**config.mk**
```make
export PLATFORM = sky130hd
export DESIGN_NAME = dtcp_top
export DESIGN_NICKNAME = d
export VERILOG_FILES = /design/src/dtcp_pin_sampler.v /design/src/dtcp_top.v
export VERILOG_INCLUDE_DIRS = /design/src /design/src/common
export SDC_FILE = /design/constraint.sdc
export NUM_CORES = 1
export LEC_CHECK = 0
export ABC_AREA = 1
export BUFFER_PORTS_ARGS = -buffer_cell sky130_fd_sc_hd__buf_2
export CORE_MARGIN = 4
export CORE_UTILIZATION = 25
export DETAILED_ROUTE_END_ITERATION = 6
export PLACE_DENSITY = 0.46
export SLEW_MARGIN = 20
export SYNTH_ARGS = -nofsm -noshare
export SYNTH_HDL_FRONTEND = slang
export SYNTH_HIERARCHICAL = 1
export SYNTH_SLANG_ARGS = --single-unit
```
**constraint.sdc**
```tcl
create_clock -name CORE_CLK_IN -period 1.9 [get_ports CORE_CLK_IN]
set_clock_uncertainty 0.05 [all_clocks]
set_input_delay 0.095 -clock CORE_CLK_IN [delete_from_list [all_inputs] [get_ports CORE_CLK_IN]]
set_output_delay 0.095 -clock CORE_CLK_IN [all_outputs]
set_load 0.005 [all_outputs]
```
**src/common/dtcp_defs.vh**
```
`ifndef DTCP_DEFS_VH
`define DTCP_DEFS_VH

// register byte addresses
`define DTCP_ADDR_W          12
`define DTCP_OFS_CTRL        12'h410
`define DTCP_OFS_SYSCFG      12'h440
`define DTCP_OFS_MODE        12'h45c
`define DTCP_OFS_CNT0_LO     12'h460
`define DTCP_OFS_CNT0_HI     12'h464
`define DTCP_OFS_CNT1_LO     12'h468
`define DTCP_OFS_CNT1_HI     12'h46c
`define DTCP_OFS_RLD0_LO     12'h470
`define DTCP_OFS_RLD0_HI     12'h474
`define DTCP_OFS_RLD1_LO     12'h478
`define DTCP_OFS_RLD1_HI     12'h47c

// system config fields
`define DTCP_SYSCFG_PS_HI    3
`define DTCP_SYSCFG_PS_LO    2
`define DTCP_SYSCFG_RST      8'h00

// control register fields
`define DTCP_CTRL_OVF1       7
`define DTCP_CTRL_RUN1       6
`define DTCP_CTRL_OVF0       5
`define DTCP_CTRL_RUN0       4
`define DTCP_CTRL_RST        8'h00

// mode register fields, per timer nibble
`define DTCP_MODE_RST        8'h00
`define DTCP_MF_GATE         3
`define DTCP_MF_CSEL         2
`define DTCP_MF_HI           1
`define DTCP_MF_LO           0
`define DTCP_M_RLD16         2'b00
`define DTCP_M_FREE16        2'b01
`define DTCP_M_RLD8          2'b10
`define DTCP_M_SPLIT         2'b11

// prescaler select codes and last prescaler counts (oscillator divisor minus one)
`define DTCP_PS_DIV4         2'b00
`define DTCP_PS_DIV16        2'b01
`define DTCP_PS_DIV64        2'b10
`define DTCP_DIV4_LAST       6'h03
`define DTCP_DIV16_LAST      6'h0f
`define DTCP_DIV64_LAST      6'h3f

// count pins are sampled every this many oscillator cycles
`define DTCP_SAMPLE_CYCLES   2

`endif

```
**src/dtcp_pin_sampler.v**
```verilog
`timescale 1ns/1ps
`default_nettype none
module dtcp_pin_sampler (
    input  wire       clk_in,
    input  wire       arst_n_in,
    input  wire       phase_in,
    input  wire       pin_in,
    output reg        level_out,
    output reg        fall_out
);
    reg sync1_r;
    reg sync2_r;

    always @(posedge clk_in or negedge arst_n_in) begin
        if (!arst_n_in) begin
            sync1_r   <= 1'b1;
            sync2_r   <= 1'b1;
            level_out <= 1'b1;
            fall_out  <= 1'b0;
        end else begin
            sync1_r <= pin_in;
            sync2_r <= sync1_r;
            if (phase_in) begin
                // sample once per two oscillator cycles, flag high-to-low
                level_out <= sync2_r;
                fall_out  <= level_out & ~sync2_r;
            end else begin
                fall_out <= 1'b0;
            end
        end
    end
endmodule
`default_nettype wire

```
**src/dtcp_top.v**
```verilog
// Added by the designer: the plain strobed port.
`timescale 1ns/1ps
`default_nettype none
`include "dtcp_defs.vh"
// Operation
// select code picks oscillator divide 4/16/64
// one timer clock shared by all timers
// prescale select resets to divide by 4
// counter mode counts count pin falling edges
// count pins sampled every two oscillator cycles
// source holds each level two oscillator cycles
// counter-select picks timer clock or pin
// gate bit adds interrupt pin to run
// mode register: timer 1 upper nibble
// mode bits choose four operating modes
// mode 0 high overflow reloads both bytes
// 8-bit reload uses low reload register
// mode 0 rate follows 65536 minus reload
// count up, counts readable any time
// mode 2 reloads low byte only
// timer 1 in mode 3 holds count
// split mode high byte uses timer 1 controls
// overflow flag cleared by vector or software
// timer mode advances once per timer tick
module dtcp_top (
    input  wire        CORE_CLK_IN,
    input  wire        ARST_N_IN,
    input  wire [11:0] ADDR_IN,
    input  wire [7:0]  WDATA_IN,
    input  wire        WR_IN,
    input  wire        RD_IN,
    input  wire        COUNT_PIN0_IN,
    input  wire        COUNT_PIN1_IN,
    input  wire        EXT_INT_PIN0_IN,
    input  wire        EXT_INT_PIN1_IN,
    input  wire        VECTOR_ACK0_IN,
    input  wire        VECTOR_ACK1_IN,
    output reg  [7:0]  RDATA_OUT,
    output reg         OVERFLOW_FLAG0_OUT,
    output reg         OVERFLOW_FLAG1_OUT,
    output reg         TIMER_BASE_TICK_OUT
);
    reg  [1:0] prescale_sel_r;
    reg  [7:0] timer_mode_r;
    reg        run_bit0_r;
    reg        run_bit1_r;
    reg  [5:0] pre_cnt_r;
    reg  [5:0] pre_last;
    reg        phase_r;
    reg  [7:0] cnt_lo_r [0:1];
    reg  [7:0] cnt_hi_r [0:1];
    reg  [7:0] rld_lo_r [0:1];
    reg  [7:0] rld_hi_r [0:1];
    reg  [7:0] cnt_lo_nxt [0:1];
    reg  [7:0] cnt_hi_nxt [0:1];
    reg  [1:0] ovf;
    reg        ovf_split_hi;
    reg  [1:0] inc;
    reg  [1:0] md;
    reg  [3:0] nib;
    reg  [7:0] rd_nxt;
    reg        flag0_nxt;
    reg        flag1_nxt;
    integer    i;
    integer    j;

    wire       lvl_cnt0;
    wire       lvl_cnt1;
    wire       fall_cnt0;
    wire       fall_cnt1;
    wire       lvl_int0;
    wire       lvl_int1;
    wire [1:0] fall_cnt;
    wire [1:0] lvl_int;
    wire       split0;
    wire       wr_ctrl;

    dtcp_pin_sampler u_cnt0 (
        .clk_in    (CORE_CLK_IN),
        .arst_n_in (ARST_N_IN),
        .phase_in  (phase_r),
        .pin_in    (COUNT_PIN0_IN),
        .level_out (lvl_cnt0),
        .fall_out  (fall_cnt0)
    );
    dtcp_pin_sampler u_cnt1 (
        .clk_in    (CORE_CLK_IN),
        .arst_n_in (ARST_N_IN),
        .phase_in  (phase_r),
        .pin_in    (COUNT_PIN1_IN),
        .level_out (lvl_cnt1),
        .fall_out  (fall_cnt1)
    );
    dtcp_pin_sampler u_int0 (
        .clk_in    (CORE_CLK_IN),
        .arst_n_in (ARST_N_IN),
        .phase_in  (phase_r),
        .pin_in    (EXT_INT_PIN0_IN),
        .level_out (lvl_int0),
        .fall_out  ()
    );
    dtcp_pin_sampler u_int1 (
        .clk_in    (CORE_CLK_IN),
        .arst_n_in (ARST_N_IN),
        .phase_in  (phase_r),
        .pin_in    (EXT_INT_PIN1_IN),
        .level_out (lvl_int1),
        .fall_out  ()
    );

    assign fall_cnt = {fall_cnt1, fall_cnt0};
    assign lvl_int  = {lvl_int1, lvl_int0};
    assign split0   = (timer_mode_r[1:0] == `DTCP_M_SPLIT);
    assign wr_ctrl  = WR_IN && (ADDR_IN == `DTCP_OFS_CTRL);

    // prescaler terminal count
    always @* begin
        case (prescale_sel_r)
            `DTCP_PS_DIV4:  pre_last = `DTCP_DIV4_LAST;
            `DTCP_PS_DIV16: pre_last = `DTCP_DIV16_LAST;
            default:        pre_last = `DTCP_DIV64_LAST;
        endcase
    end

    // count step per timer and next counts
    always @* begin
        ovf_split_hi = 1'b0;
        for (i = 0; i < 2; i = i + 1) begin
            nib = (i == 0) ? timer_mode_r[3:0] : timer_mode_r[7:4];
            md  = nib[`DTCP_MF_HI:`DTCP_MF_LO];
            inc[i] = ((i == 0) ? run_bit0_r : run_bit1_r)
                     & (~nib[`DTCP_MF_GATE] | lvl_int[i])
                     & (nib[`DTCP_MF_CSEL] ? fall_cnt[i] : TIMER_BASE_TICK_OUT);
            cnt_lo_nxt[i] = cnt_lo_r[i];
            cnt_hi_nxt[i] = cnt_hi_r[i];
            ovf[i] = 1'b0;
            case (md)
                `DTCP_M_RLD16: begin
                    if (inc[i]) begin
                        if ({cnt_hi_r[i], cnt_lo_r[i]} == 16'hffff) begin
                            cnt_lo_nxt[i] = rld_lo_r[i];
                            cnt_hi_nxt[i] = rld_hi_r[i];
                            ovf[i] = 1'b1;
                        end else begin
                            {cnt_hi_nxt[i], cnt_lo_nxt[i]} = {cnt_hi_r[i], cnt_lo_r[i]} + 16'h0001;
                        end
                    end
                end
                `DTCP_M_FREE16: begin
                    if (inc[i]) begin
                        {cnt_hi_nxt[i], cnt_lo_nxt[i]} = {cnt_hi_r[i], cnt_lo_r[i]} + 16'h0001;
                        ovf[i] = ({cnt_hi_r[i], cnt_lo_r[i]} == 16'hffff);
                    end
                end
                `DTCP_M_RLD8: begin
                    if (inc[i]) begin
                        if (cnt_lo_r[i] == 8'hff) begin
                            cnt_lo_nxt[i] = rld_lo_r[i];
                            ovf[i] = 1'b1;
                        end else begin
                            cnt_lo_nxt[i] = cnt_lo_r[i] + 8'h01;
                        end
                    end
                end
                default: begin
                    if (i == 0) begin
                        // low byte keeps timer 0 controls; high byte is a timer on the other run bit
                        if (inc[i]) begin
                            cnt_lo_nxt[i] = cnt_lo_r[i] + 8'h01;
                            ovf[i] = (cnt_lo_r[i] == 8'hff);
                        end
                        if (run_bit1_r && TIMER_BASE_TICK_OUT) begin
                            cnt_hi_nxt[i] = cnt_hi_r[i] + 8'h01;
                            ovf_split_hi = (cnt_hi_r[i] == 8'hff);
                        end
                    end
                    // timer 1 here simply holds its count
                end
            endcase
        end
    end

    // overflow flags: hardware set wins over either clear
    always @* begin
        flag0_nxt = OVERFLOW_FLAG0_OUT;
        flag1_nxt = OVERFLOW_FLAG1_OUT;
        if (wr_ctrl) begin
            flag0_nxt = WDATA_IN[`DTCP_CTRL_OVF0];
            flag1_nxt = WDATA_IN[`DTCP_CTRL_OVF1];
        end
        if (VECTOR_ACK0_IN) begin
            flag0_nxt = 1'b0;
        end
        if (VECTOR_ACK1_IN) begin
            flag1_nxt = 1'b0;
        end
        if (ovf[0]) begin
            flag0_nxt = 1'b1;
        end
        if (split0 ? ovf_split_hi : ovf[1]) begin
            flag1_nxt = 1'b1;
        end
    end

    // read mux
    always @* begin
        case (ADDR_IN)
            `DTCP_OFS_CTRL:    rd_nxt = {OVERFLOW_FLAG1_OUT, run_bit1_r, OVERFLOW_FLAG0_OUT, run_bit0_r, 4'h0};
            `DTCP_OFS_SYSCFG:  rd_nxt = {4'h0, prescale_sel_r, 2'h0};
            `DTCP_OFS_MODE:    rd_nxt = timer_mode_r;
            `DTCP_OFS_CNT0_LO: rd_nxt = cnt_lo_r[0];
            `DTCP_OFS_CNT0_HI: rd_nxt = cnt_hi_r[0];
            `DTCP_OFS_CNT1_LO: rd_nxt = cnt_lo_r[1];
            `DTCP_OFS_CNT1_HI: rd_nxt = cnt_hi_r[1];
            `DTCP_OFS_RLD0_LO: rd_nxt = rld_lo_r[0];
            `DTCP_OFS_RLD0_HI: rd_nxt = rld_hi_r[0];
            `DTCP_OFS_RLD1_LO: rd_nxt = rld_lo_r[1];
            `DTCP_OFS_RLD1_HI: rd_nxt = rld_hi_r[1];
            default:           rd_nxt = 8'h00;
        endcase
    end

    always @(posedge CORE_CLK_IN or negedge ARST_N_IN) begin
        if (!ARST_N_IN) begin
            prescale_sel_r      <= `DTCP_PS_DIV4;
            timer_mode_r        <= `DTCP_MODE_RST;
            run_bit0_r          <= 1'b0;
            run_bit1_r          <= 1'b0;
            pre_cnt_r           <= 6'h00;
            phase_r             <= 1'b0;
            TIMER_BASE_TICK_OUT <= 1'b0;
            OVERFLOW_FLAG0_OUT  <= 1'b0;
            OVERFLOW_FLAG1_OUT  <= 1'b0;
            RDATA_OUT           <= 8'h00;
            for (j = 0; j < 2; j = j + 1) begin
                cnt_lo_r[j] <= 8'h00;
                cnt_hi_r[j] <= 8'h00;
                rld_lo_r[j] <= 8'h00;
                rld_hi_r[j] <= 8'h00;
            end
        end else begin
            // count pins sampled on alternate oscillator cycles
            phase_r <= ~phase_r;
            // single shared timer clock for every timer
            if (pre_cnt_r >= pre_last) begin
                pre_cnt_r           <= 6'h00;
                TIMER_BASE_TICK_OUT <= 1'b1;
            end else begin
                pre_cnt_r           <= pre_cnt_r + 6'h01;
                TIMER_BASE_TICK_OUT <= 1'b0;
            end
            OVERFLOW_FLAG0_OUT <= flag0_nxt;
            OVERFLOW_FLAG1_OUT <= flag1_nxt;
            RDATA_OUT          <= RD_IN ? rd_nxt : 8'h00;
            for (j = 0; j < 2; j = j + 1) begin
                cnt_lo_r[j] <= cnt_lo_nxt[j];
                cnt_hi_r[j] <= cnt_hi_nxt[j];
            end
            // a software write overrides a count step in the same cycle
            if (WR_IN) begin
                case (ADDR_IN)
                    `DTCP_OFS_CTRL: begin
                        run_bit0_r <= WDATA_IN[`DTCP_CTRL_RUN0];
                        run_bit1_r <= WDATA_IN[`DTCP_CTRL_RUN1];
                    end
                    `DTCP_OFS_SYSCFG:  prescale_sel_r <= WDATA_IN[`DTCP_SYSCFG_PS_HI:`DTCP_SYSCFG_PS_LO];
                    `DTCP_OFS_MODE:    timer_mode_r <= WDATA_IN;
                    `DTCP_OFS_CNT0_LO: cnt_lo_r[0] <= WDATA_IN;
                    `DTCP_OFS_CNT0_HI: cnt_hi_r[0] <= WDATA_IN;
                    `DTCP_OFS_CNT1_LO: cnt_lo_r[1] <= WDATA_IN;
                    `DTCP_OFS_CNT1_HI: cnt_hi_r[1] <= WDATA_IN;
                    `DTCP_OFS_RLD0_LO: rld_lo_r[0] <= WDATA_IN;
                    `DTCP_OFS_RLD0_HI: rld_hi_r[0] <= WDATA_IN;
                    `DTCP_OFS_RLD1_LO: rld_lo_r[1] <= WDATA_IN;
                    `DTCP_OFS_RLD1_HI: rld_hi_r[1] <= WDATA_IN;
                    default: begin
                    end
                endcase
            end
        end
    end
endmodule
`default_nettype wire

```
# == Word-level counts from Yosys, hierarchy flattened ==
# Index checks and enable logic that the tools add are counted.
# W data, S select, Z words.
# totals
inputBits,30
output_inout_bits,11
reg_bits,108
wordCells,148
# classes
magnitude_cmp,1
n_bitwise,13
muxes,59
n_reduce_logical,15
n_eq_ne,22
n_addsub,6
# op_table
cell,n
$mux W8,23
$eq A12 B11 Y1 const B,11
$pmux W8 S11,1
$pmux W8 S3,3
$add A16 B1 Y16 const B,2
$eq A16 B16 Y1 const B,2
$mux W16,2
$mux W1,25
$add A8 B1 Y8 const B,3
$eq A8 B8 Y1 const B,3
$pmux W8 S2,1
$reduce_and A2 Y1,7
$pmux W6 S2,1
$add A6 B1 Y6 const B,1
$and A1 B1 Y1,6
$eq A2 B1 Y1 const B,3
$eq A2 B2 Y1 const B,3
$ge A6 B6 Y1,1
$logic_not A2 Y1,3
$mux W6,1
$pmux W1 S3,2
$reduce_bool A3 Y1,2
$not A1 Y1,5
$reduce_or A3 Y1,1
other kinds (2),4

# == Logic depth before layout (Yosys ltp) ==
# depth
word_depth,8
mapped_depth,13
mapped_depth_nobuf,13

# == Hierarchy ==
# The synthesis kept the hierarchy.
# by_module_without_submodules
module,seq_area_each_um2,cells_per_inst,area_each_um2,instances
dtcp_top,2352.3,1055,6934.2,1
dtcp_pin_sampler,103.8,11,130.1,4

# == Least setup slack after synthesis ==
# OpenSTA, ideal clock, no wires.
# synth_path
path_kind,flip-flop to flip-flop
startpoint,reg cnt_lo_r[0] (netlist bit)
endpoint,reg cnt_lo_r[6] (netlist bit)
arrival_time_ns,1.570
required_time_ns,1.737
synth_period_minus_slack_ns,1.733
setup_ns,0.113
path_buffers,1
stages_incl_launch_ff,14
slack_ns,0.167
path_cell_list,dfrtp_1 > ha_1 > nand2_1 > nor2_1 > nand2_1 > inv_1 > buf_4 > nand3b_1 > nand2_1 > nand2_1 > nand3_1 > nand3b_1 > nand2_1 > inv_1
# synth_via
elab_chain_cells,6
elab_cells_between_ends,12
cone_classes,2 x add/sub; 2 x eq/ne; 8 x mux
# synth_lines
element,line,rtl
from (decl),dtcp_top.v:50,reg [7:0] cnt_lo_r [0:1];
"from (signal, indexed assignment)",dtcp_top.v:256,cnt_lo_r[j] <= cnt_lo_nxt[j];
$add A16 B1 Y16 (tied with other cells),"dtcp_top.v:145, dtcp_top.v:151",
$mux W8 (on tied branches),"dtcp_top.v:140, dtcp_top.v:157",
$mux W8 (on tied branches),"dtcp_top.v:139, dtcp_top.v:156",
$pmux W8 S3 *,dtcp_top.v:137,case (md)
$mux W8,dtcp_top.v:261,case (ADDR_IN)
$mux W16 *,dtcp_top.v:260,if (WR_IN) begin
# Every way passes the cells marked *; elsewhere a longest branch is shown, timed or not.
# A chain may end at the register's enable or synchronous reset.

# == Final worst setup path ==
# layout_path
startpoint,reg cnt_hi_r[2] (netlist bit)
endpoint,reg cnt_hi_r[2] (netlist bit)
# layout_via
elab_chain_cells,6
elab_cells_between_ends,8
cone_classes,1 x add/sub; 1 x eq/ne; 6 x mux
# layout_lines
element,line,rtl
from (decl),dtcp_top.v:51,reg [7:0] cnt_hi_r [0:1];
"from (signal, indexed assignment)",dtcp_top.v:257,cnt_hi_r[j] <= cnt_hi_nxt[j];
$add A16 B1 Y16 or $eq A16 B16 Y1 (tied branches),"dtcp_top.v:145, dtcp_top.v:151, dtcp_top.v:140",
$mux W8,dtcp_top.v:140,"if ({cnt_hi_r[i], cnt_lo_r[i]} == 16'hffff) begin"
$mux W8,dtcp_top.v:139,if (inc[i]) begin
$pmux W8 S2 *,dtcp_top.v:137,
$mux W8,dtcp_top.v:261,
$mux W16 *,dtcp_top.v:260,
# Marks and branches as above.

==> results.py <==
metrics = {
    "sta": {
        "final_max_slew_viol_count": 0,
        "fin_tns_setup_ns": 0,
        "finalWorstSetupSlack_ns": 0.112,
        "post-route-period-util_pct": 94.1,
        "timing.hold.ws_ns": 0.0269,
        "relSlewSlack_pct": 58.5,
        "timing.final.hold_violations": 0,
        "max_clock_freq_ghz": 0.559,
        "tightest_slew_ns": 0.621,
        "rsz0062_at_grt": "true",
        "setup_viol": 0,
        "min_period_ns": 1.79,
    },
    "yosys": {
        "syn_inst": 1091,
        "synth_nets": 1129,
        "netlist_area_um2": 7380,
        "avgSynthCellArea_um2": 6.77,
        "synth_warnings": 6,
    },
    "global_route": {
        "grt_remaining_overflow": 0,
        "grt_pass1_wl_um": 43100,
        "antenna_found_initial": 0,
        "grt_max_degree": 49,
        "grt_pass1_vias": 7247,
        "track_usage_pct": 16.9,
    },
    "finish": {
        "layout_common_cells": "338 x nand2_1, 122 x inv_1, 114 x nand3_1",
        "final_layout_size_suffix_gt1_share_pct": 19.8,
        "area_delta_synth_final_pct": 23.0,
        "nets": 1250,
        "final_common_cell": "nand2_1",
        "fillers": 3245,
        "diodes": 0,
    },
    "routing": {
        "num_vias": 7537,
        "totalWireLength_um": 27400,
        "drt-initial-drc-count": 712,
        "route.met2.wl_um": 11900,
        "dr.max_layer_used": "met4",
        "drc_errors": 0,
        "firstDrtPassIters": 5,
        "wl_met1_um": 13400,
        "wl_met3_um": 1440,
        "vias_per_cell": 4.71,
        "wire_per_inst_um": 17.1,
        "ant_nets": 0,
    },
    "floorplanning": {
        "die_y_um": 180,
        "initial_utilization_pct": 25.5,
        "core_um2": 28900,
        "rows": 62,
        "io_pins": 41,
        "dieArea_um2": 32300,
        "die_w_um": 180,
    },
    "clock_tree": {
        "path_clk_slew_ns": 0.08,
        "cts_root_buf": "clkbuf_16",
        "cts_tree": "yes",
        "h-tree-depth": 3,
        "cts_buffer_depth": 2,
        "numCtsBuffers": 9,
        "cts_sinks": 108,
        "clk_latency_ns": 0.37,
    },
    "critical_path": {
        "r2r_start": "cnt_hi_r[2]",
        "reg2reg_depth": 11,
        "cpPeakStageDelay_ns": 0.46,
        "r2r-end": "cnt_hi_r[2]",
        "crit_chain": "nand2_1 -> nor2_1 -> nand2_2 -> nor2_4 -> nand2_4 -> nor2_4 -> nand2_1 -> nand2_1 -> inv_1 -> a21oi_1 -> nor2_1",
        "crit_end": "cnt_hi_r[2]",
        "path_max_fanout": 7,
        "crit_slowest_cell": "dfrtp_1",
        "required_ns": 2.11,
        "path_class": "reg2reg",
        "crit_cells": 11,
        "cp_common_cell": "nand2_1",
        "crit_buf_inv": 1,
        "arrival_ns": 1.99,
        "rrSetupSlack_ns": 0.11,
        "path_delay_family": "simple AND/OR/NAND/NOR gates",
        "worstSetupStartpoint": "cnt_hi_r[2]",
        "crit_path_end_kind": "register",
        "worstSetupStartpointType": "register",
    },
    "placement": {
        "portBuffers": 40,
        "pre_cts_ws_ns": 0.0687,
        "hpwl_um": 21400,
        "gp_congestion": 0.951,
    },
    "power": {
        "cellPowerDensity_nw_per_um2": 812,
        "power_mw": 7.37,
        "ir_drop_mv": 0.378,
        "p_leak_nw": 4.55,
    },
    "run_status": {
        "status": "complete, no violations",
    },
    "job": {
        "drv_cap": 0,
    },
    "min_path": {
        "min_path_type": "in2reg",
    },
}
-- worst min-delay path by stage --
stage,from,endpoint,slack (ns),depth (start not counted)
final,WDATA_IN[0],cnt_lo_r[8],0.03,3
after global routing,WDATA_IN[0],cnt_lo_r[8],0.04,3
after CTS,WDATA_IN[0],cnt_lo_r[8],0.02,3
after detailed placement,ARST_N_IN,pre_cnt_r[3],0.02,1
after global placement,ARST_N_IN,pre_cnt_r[3],0.02,1
after floorplan,ARST_N_IN,OVERFLOW_FLAG0_OUT,-0.25,0
-- state kept, by name (all words and copies together), names as in the netlist, 2 cells and up --
name            cells
prescale_sel_r      2
pre_cnt_r           6
rld_hi_r           16
cnt_hi_r           16
timer_mode_r        8
rld_lo_r           16
RDATA_OUT           8
cnt_lo_r           16
-- where the power goes --
group          internal (mW)  total, mW  switching [mW]
Sequential              2.55       2.81           0.257
Combinational          0.995       2.47            1.47
Clock                   1.09       2.10            1.01
Total                   4.64       7.37            2.74
-- routing by layer --
layer  vias to the layer above  GRT usage [%]
met3                        38           2.85
met2                       231           25.5
met4                         0           4.94
met1                      3521           24.7
li1                       3747              -
met5                         -              0
-- layout make-up --
class | instances | area (um2) | share of cell area, %
Clock buffer | 11 | 275 | 3.03
Clock inverter | 5 | 56.3 | 0.620
Inverter | 139 | 531 | 5.84
Multi-Input combinational cell | 815 | 4000 | 44.0
Sequential cell | 108 | 2720 | 30.0
Tap cell | 384 | 480 | 5.29
Timing Repair Buffer | 139 | 1020 | 11.2
-- worst reg2reg max path: stages (launching register included) --
cell	delay, ns
dfrtp_1	0.46
nand2_1	0.10
nor2_1	0.13
nand2_2	0.07
nor2_4	0.19
nand2_4	0.10
nor2_4	0.22
nand2_1	0.07
nand2_1	0.06
inv_1	0.03
a21oi_1	0.14
nor2_1	0.05
-- stage by stage --
stage / utilization, % / area, um2 / std cells
after global placement: 29.5 / 8530 / 1568
after detailed placement: 29.5 / 8530 / 1568
after global routing: 31.4 / 9080 / 1601
final: 31.4 / 9080 / 1601
after CTS: 31.0 / 8980 / 1596
after floorplan: - / 7380 / 1091
-- timing repair --
action / CTS / global route
setup buffers: 0 / 5
resized for setup: 0 / 26
endpoints found under the setup margin: 0 / 29
hold buffers: 12 / 0
hold endpoints to repair: 46 / 0
Note: power is estimated with default switching activity, not from simulation.
